File: src/shared/bacr_pkg.sv
// bus area control register: constants, field layout, carriers
// assumes a 16-bit control word behind a 32-bit Avalon-MM slave
package bacr_pkg;

   // ***************************************************************
   // bus and register map
   // ***************************************************************
   localparam int unsigned DATA_W   = 32;
   localparam int unsigned ADDR_W   = 8;
   localparam int unsigned REG_W    = 16;
   localparam logic [7:0]  CTL1_OFS = 8'h00;
   localparam logic [15:0] CTL1_RST = 16'h0000;
   localparam logic [15:0] RW_MASK  = 16'hf7ff;

   // ***************************************************************
   // field positions
   // ***************************************************************
   localparam int unsigned B_ADDR_PU  = 15;
   localparam int unsigned B_DATA_PU  = 14;
   localparam int unsigned B_MEM_HOLD = 13;
   localparam int unsigned B_STRB_DRV = 12;
   localparam int unsigned B_ENDIAN = 11;
   localparam int unsigned A0BST_LO = 9;
   localparam int unsigned A5BST_LO = 7;
   localparam int unsigned A6BST_LO = 5;
   localparam int unsigned MTYPE_LO = 2;
   localparam int unsigned B_A5CARD = 1;
   localparam int unsigned B_A6CARD = 0;

   // ***************************************************************
   // codes and counts
   // ***************************************************************
   localparam logic [4:0] BL_NONE  = 5'h00;
   localparam logic [4:0] BL_4     = 5'h04;
   localparam logic [4:0] BL_8     = 5'h08;
   localparam logic [4:0] BL_16    = 5'h10;
   localparam logic [2:0] MT_PLAIN = 3'h0;
   localparam logic [2:0] MT_MIXED = 3'h2;
   localparam logic [2:0] MT_SDRAM = 3'h3;
   localparam logic [2:0] PULLUP_CYC = 3'h4;
   localparam logic [1:0] MODE_CAP_DLY = 2'h2;

   typedef enum logic [1:0] {
      BACR_ST_IDLE = 2'b01,
      BACR_ST_ANS  = 2'b10
   } bacr_bus_st_t;

   typedef struct packed {
      logic addr_pullup;
      logic data_pullup;
      logic mem_high;
      logic mem_float;
      logic strobe_float;
   } bacr_pins_t;

   typedef struct packed {
      logic       little_endian;
      logic [4:0] area0_burst;
      logic [4:0] area5_burst;
      logic [4:0] area6_burst;
      logic       area2_sdram;
      logic       area3_sdram;
      logic       mem_type_bad;
      logic       area5_card;
      logic       area6_card;
   } bacr_cfg_t;

endpackage : bacr_pkg

File: src/hw/bacr_top.sv
// bus area control register with pin-state and area-config outputs
// assumes side inputs come from logic on clock_in; mode pin is async
//
// The implementer's own choices: the address map and the Avalon-MM interface to the registers.
`timescale 1ns/100ps
`default_nettype none

module bacr_top
   import bacr_pkg::*;
(
   input  wire logic              clock_in,
   input  wire logic              resetn_in,
   input  wire logic [ADDR_W-1:0] avs_address_in,
   input  wire logic              avs_read_in,
   input  wire logic              avs_write_in,
   input  wire logic [DATA_W-1:0] avs_writedata_in,
   input  wire logic [3:0]        avs_byteenable_in,
   output logic [DATA_W-1:0]      avs_readdata_out,
   output logic                   avs_waitrequest_out,
   input  wire logic              mode_pin_in,
   input  wire logic              bus_ack_in,
   input  wire logic              data_idle_in,
   input  wire logic              standby_in,
   input  wire logic              bus_released_in,
   output bacr_pins_t             pins_out,
   output bacr_cfg_t              cfg_out
);

   // ***************************************************************
   // state
   // ***************************************************************
   typedef struct packed {
      bacr_bus_st_t      st;
      logic              waitreq;
      logic [DATA_W-1:0] rdata;
      logic [REG_W-1:0]  ctl;
      logic              mode_s1;
      logic              mode_s2;
      logic [1:0]        cap_cnt;
      logic              cap_done;
      logic              ack_d;
      logic [2:0]        pu_cnt;
      bacr_pins_t        pins;
      bacr_cfg_t         cfg;
   } bacr_state_t;

   localparam bacr_state_t S_RST = '{
      st:      BACR_ST_IDLE,
      waitreq: 1'b1,
      ctl:     CTL1_RST,
      default: '0
   };

   logic        rst_s1_r;
   logic        rst_n_r;
   bacr_state_t s_r;
   bacr_state_t s_nxt;

   // ***************************************************************
   // helpers
   // ***************************************************************
   function automatic logic [4:0] burst_len(input logic [1:0] code);
      logic [4:0] len;
      len = BL_NONE;
      unique case (code)
         2'b00: len = BL_NONE;
         2'b01: len = BL_4;
         2'b10: len = BL_8;
         2'b11: len = BL_16;
      endcase
      return len;
   endfunction : burst_len

   function automatic logic [15:0] lane_mask(input logic [3:0] be);
      return {{8{be[1]}}, {8{be[0]}}};
   endfunction : lane_mask

   // ***************************************************************
   // reset release
   // ***************************************************************
   always_ff @(posedge clock_in or negedge resetn_in) begin
      if (!resetn_in) begin
         rst_s1_r <= 1'b0;
         rst_n_r  <= 1'b0;
      end else begin
         rst_s1_r <= 1'b1;
         rst_n_r  <= rst_s1_r;
      end
   end

   // ***************************************************************
   // next state
   // ***************************************************************
   logic        req;
   logic        hit;
   logic [15:0] wmask;
   logic [2:0]  mtype;

   assign req   = avs_read_in | avs_write_in;
   assign hit   = (avs_address_in == CTL1_OFS);
   assign wmask = lane_mask(avs_byteenable_in) & RW_MASK;
   assign mtype = s_r.ctl[MTYPE_LO +: 3];

   always_comb begin
      s_nxt = s_r;
      s_nxt.mode_s1 = mode_pin_in;
      s_nxt.mode_s2 = s_r.mode_s1;

      // bus slave, one wait cycle per access
      unique case (s_r.st)
         BACR_ST_IDLE: begin
            if (req) begin
               s_nxt.st      = BACR_ST_ANS;
               s_nxt.waitreq = 1'b0;
               s_nxt.rdata   = hit ? {16'h0000, s_r.ctl} : '0;
            end
         end
         BACR_ST_ANS: begin
            s_nxt.st      = BACR_ST_IDLE;
            s_nxt.waitreq = 1'b1;
            if (avs_write_in && hit) begin
               // writable fields of the enabled byte lanes in one edge
               s_nxt.ctl = (s_r.ctl & ~wmask)
                         | (avs_writedata_in[15:0] & wmask);
            end
         end
      endcase

      // byte order caught once after reset release
      if (!s_r.cap_done) begin
         if (s_r.cap_cnt == MODE_CAP_DLY) begin
            s_nxt.ctl[B_ENDIAN] = s_r.mode_s2;
            s_nxt.cap_done      = 1'b1;
         end else begin
            s_nxt.cap_cnt = s_r.cap_cnt + 2'd1;
         end
      end

      // address pull-up window after acknowledge rises
      s_nxt.ack_d = bus_ack_in;
      if (bus_ack_in && !s_r.ack_d) begin
         s_nxt.pu_cnt = PULLUP_CYC;
      end else if (s_r.pu_cnt != 3'd0) begin
         s_nxt.pu_cnt = s_r.pu_cnt - 3'd1;
      end
      s_nxt.pins.addr_pullup = s_r.ctl[B_ADDR_PU]
                             && (s_nxt.pu_cnt != 3'd0);
      s_nxt.pins.data_pullup = s_r.ctl[B_DATA_PU]
                             && data_idle_in;
      s_nxt.pins.mem_high  = standby_in && s_r.ctl[B_MEM_HOLD];
      s_nxt.pins.mem_float = standby_in && !s_r.ctl[B_MEM_HOLD];
      s_nxt.pins.strobe_float = (standby_in || bus_released_in)
                              && !s_r.ctl[B_STRB_DRV];

      // area configuration decode
      s_nxt.cfg.little_endian = s_r.ctl[B_ENDIAN];
      s_nxt.cfg.area0_burst =
         burst_len(s_r.ctl[A0BST_LO +: 2]);
      s_nxt.cfg.area5_burst =
         burst_len(s_r.ctl[A5BST_LO +: 2]);
      s_nxt.cfg.area6_burst =
         burst_len(s_r.ctl[A6BST_LO +: 2]);
      s_nxt.cfg.area2_sdram  = (mtype == MT_SDRAM);
      s_nxt.cfg.area3_sdram  = (mtype == MT_SDRAM)
                             || (mtype == MT_MIXED);
      s_nxt.cfg.mem_type_bad = (mtype != MT_PLAIN)
                             && (mtype != MT_MIXED)
                             && (mtype != MT_SDRAM);
      s_nxt.cfg.area5_card = s_r.ctl[B_A5CARD];
      s_nxt.cfg.area6_card = s_r.ctl[B_A6CARD];
   end

   // ***************************************************************
   // registers
   // ***************************************************************
   always_ff @(posedge clock_in or negedge rst_n_r) begin
      if (!rst_n_r) begin
         s_r <= S_RST;
      end else begin
         s_r <= s_nxt;
      end
   end

   assign avs_readdata_out    = s_r.rdata;
   assign avs_waitrequest_out = s_r.waitreq;
   assign pins_out            = s_r.pins;
   assign cfg_out             = s_r.cfg;
endmodule : bacr_top

`default_nettype wire

File: config.mk
export PLATFORM = sky130hd
export DESIGN_NAME = bacr_top
export DESIGN_NICKNAME = d
export VERILOG_FILES = /design/src/shared/bacr_pkg.sv /design/src/hw/bacr_top.sv
export SDC_FILE = /design/constraint.sdc
export NUM_CORES = 1
export LEC_CHECK = 0
export BUFFER_PORTS_ARGS = -buffer_cell sky130_fd_sc_hd__buf_4
export CELL_PAD_IN_SITES_DETAIL_PLACEMENT = 0
export CELL_PAD_IN_SITES_GLOBAL_PLACEMENT = 1
export CORE_MARGIN = 2
export CORE_UTILIZATION = 31
export DETAILED_ROUTE_END_ITERATION = 10
export PLACE_DENSITY = 0.67
export RECOVER_POWER = 100
export SYNTH_ARGS = -nofsm -noshare
export SYNTH_HDL_FRONTEND = slang
export SYNTH_SLANG_ARGS = --single-unit
File: constraint.sdc
create_clock -name clock_in -period 2.6 [get_ports clock_in]
set_input_delay 0.65 -clock clock_in [delete_from_list [all_inputs] [get_ports clock_in]]
set_output_delay 0.65 -clock clock_in [all_outputs]
set_load 0.005 [all_outputs]
==> impl_results.rst <==
.. list-table::
   :header-rows: 1

   * - Metric
     - Value
   * - Status
     - finished clean
   * - Number of buffers inserted by port buffering
     - 70
   * - Count of endpoints failing hold in the final timing report
     - 0
   * - Fin crit period
     - 2110 ps
   * - Initial cell density of the core
     - 0.317
   * - Highest-count cells in the layout ignoring fill and taps
     - sky130_fd_sc_hd__dfrtp_1, sky130_fd_sc_hd__clkbuf_4, sky130_fd_sc_hd__buf_4, sky130_fd_sc_hd__conb_1
   * - WP data arrival
     - 2310 ps
   * - Utilization of the core after routing
     - 0.368
   * - Antenna cells
     - 0
   * - Horizontal die dimension
     - 101 um
   * - Number of placed I/O pins
     - 112
   * - Clock network latency to the later pin of the worst-skew pair
     - 330 ps
   * - Worst reg2reg startpoint
     - s_r[84]
   * - Die ar.
     - 10100 um^2
   * - Seq pwr share
     - 0.493
   * - Vertical die dimension
     - 101 um
   * - Net switching power
     - 592 uW
   * - Critical Path Source
     - avs_address_in[3]
   * - F_max
     - 475 MHz
   * - Ordered list of cells on the worst path
     - clkbuf_4, nor4_1, nand4_4, mux2_2
   * - Row count
     - 35
   * - Largest net degree at the start of global routing
     - 34
   * - Post-synthesis sequential area ratio
     - 0.561
   * - Hold Path Class
     - in -> async
   * - Relative contribution of the clock network to total power
     - 0.371
   * - Core footprint
     - 9150 um^2
   * - Post-CTS setup buffer count
     - 0
   * - Path type of the worst setup path
     - in -> reg
   * - Worst IR Drop VDD
     - 271 uV
   * - Layout cells sized above 1
     - 0.363
   * - Type of element launching the critical path
     - primary input
   * - Number of unique standard cell types used by synthesis
     - 27
   * - Power density normalized to cell area
     - 666 nW/um^2
   * - Slowest cell delay on critical path
     - 780 ps
   * - Tcrit/Tclk final
     - 0.810
   * - Sort of element at the end of the critical path
     - flop
   * - Pre-antenna DRT Iters
     - 4
   * - H-tree levels
     - 3
   * - Switching fraction of total power
     - 0.264
   * - Leading cell type in the layout, fill and taps excluded
     - sky130_fd_sc_hd__dfrtp_1
   * - CTS tree
     - done
   * - Synthesized instance count
     - 236
   * - Hold Buf Count CTS
     - 0
   * - Yosys synthesis warning count
     - 0
   * - Net count, final
     - 333
   * - Number of DRC markers after the initial detailed-route iteration
     - 77
   * - Overall routing resource usage
     - 0.109
   * - CP Data Required Time
     - 2810 ps
   * - Gate power share
     - 0.136
   * - Final setup skew
     - 11.9 ps
   * - Clock Root Buffer
     - sky130_fd_sc_hd__clkbuf_8
   * - Cts repair resizes
     - 0
   * - Routability-driven placement congestion ratio
     - 0.675
   * - GRT Residual Overflow
     - 0
   * - Post-synth design cell area
     - 2900 um^2
   * - Static leakage
     - 1.67 nW
   * - Setup-violating endpoint count in the final report
     - 0
   * - Vias per std cell
     - 4.20
   * - Routed WL
     - 5.27 mm
   * - Slew at the pin closest to its max-slew limit
     - 1280 ps
   * - HPWL after detailed placement
     - 3.58 mm
   * - Critical-path cell with the highest stage delay
     - sky130_fd_sc_hd__nor4_1
   * - Number of antenna violations at the first check in global routing
     - 0
   * - Slew margin rel.
     - 0.144
   * - Area growth syn-to-layout
     - 16.0%
   * - Post-route DRC violation count
     - 0
   * - Count of pins over their slew limit
     - 0
   * - Clock-pin transition on the worst setup and hold timing paths
     - 70 ps
   * - Maximum number of buffers from clock root to sink
     - 2
   * - RSZ-0062 raised after global routing
     - no
   * - Antenna violation net count after detailed routing
     - 0
   * - Routed wire per std cell
     - 13.4 um
   * - DR vias
     - 1645
   * - Cell Int Power
     - 1.65 mW
   * - First-pass GRT wire length
     - 8.28 mm
   * - Final setup TNS
     - 0 ps
   * - Flip-flop and latch count after synthesis
     - 65
   * - Post-synthesis average cell area
     - 12.3 um^2
   * - Via count of the first global-routing pass
     - 1591
   * - Cell class contributing the biggest share of worst-path delay
     - simple AND/OR/NAND/NOR gates
   * - Number of sinks driven by the clock tree
     - 65
   * - Largest fanout on the critical path
     - 8
   * - Buffer and inverter count on the worst path
     - 1
   * - Reg-to-reg slack, setup
     - 730 ps
   * - Max capacitance violation total
     - 0
   * - TritonCTS Buffers
     - 9
[power groups by stage]
stage	Clock, mW	Combinational [mW]	Sequential [mW]
floorplan	0	0.218	1.13
global placement	0	0.314	1.13
detailed placement	0	0.318	1.13
CTS	0.869	0.322	1.11
global route	0.910	0.342	1.11
finish	0.833	0.305	1.11
[final timing paths]
path                       depth (start not counted)                    to
min in group clock_in                              0               s_r[33]
min reg2reg                                        0               s_r[33]
min                                                1              rst_s1_r
max                                                4                  flop
max reg2reg                                        4  avs_readdata_out[13]
max in group asynchronous                          1             async pin
[per-layer routing]
metal	vias up	GRT usage	wire length [um]
met5	-	0	0
met4	0	0.0506	99
met3	10	0.0326	317
met2	55	0.163	2390
met1	794	0.144	2460
li1	786	-	-
[stage by stage]
| stage | power (mW) | instance area [um^2] | instances | hold WS (ps) | worst slack, ps |
|---|---|---|---|---|---|
| finish | 2.24 | 3360 | 392 | 91.0 | 495 |
| global route | 2.36 | 3360 | 392 | 82.0 | 384 |
| CTS | 2.30 | 3400 | 392 | 67.8 | 804 |
| detailed placement | 1.45 | 3210 | 376 | 336 | 452 |
| global placement | 1.44 | 3210 | 376 | 336 | 492 |
| floorplan | 1.34 | 2980 | 257 | 331 | 658 |
[kinds of logic (layout without fill, tap and decap cells)]
kind of cell / Yosys count / in the layout / synth area share
compound gates: 21 / 21 / 0.0591
xor+xnor: 2 / 2 / 0.00604
buf+inv: 74 / 98 / 0.173
fa+ha+maj: 4 / 4 / 0.0173
mux: 16 / 16 / 0.0621
other cells: 2 / 23 / 0.00259
simple gates: 52 / 52 / 0.118
flops: 65 / 65 / 0.561
[Yosys cell counts, drive strengths merged]
| master | instances | area (um^2) |
|---|---|---|
| a21o | 1 | 7.51 |
| a21oi | 1 | 5.00 |
| a41oi | 1 | 8.76 |
| and2 | 7 | 43.8 |
| and3b | 1 | 8.76 |
| buf | 63 | 462 |
| clkbuf | 2 | 7.51 |
| conb | 2 | 7.51 |
| dfrtp | 64 | 1600 |
| dfstp | 1 | 26.3 |
| ha | 4 | 50.1 |
| inv | 9 | 33.8 |
| mux2 | 16 | 180 |
| nand2 | 4 | 15.0 |
| nand2b | 2 | 12.5 |
| nand3 | 16 | 80.1 |
| nand4 | 2 | 42.5 |
| nor2 | 6 | 22.5 |
| nor2b | 10 | 62.6 |
| nor4 | 2 | 42.5 |
| o21ai | 2 | 10.0 |
| o2bb2ai | 16 | 140 |
| or2 | 2 | 12.5 |
| xnor2 | 1 | 8.76 |
| xor2 | 1 | 8.76 |
[layout make-up]
type	instances	area, um^2
clock buffers	13	149
multi-input cells	118	833
clock inverters	3	40.0
well taps	111	139
repair buffers	73	542
fillers	914	5790
flip-flops and latches	65	1630
inverters	9	33.8
(Power assumes the default switching activity.)
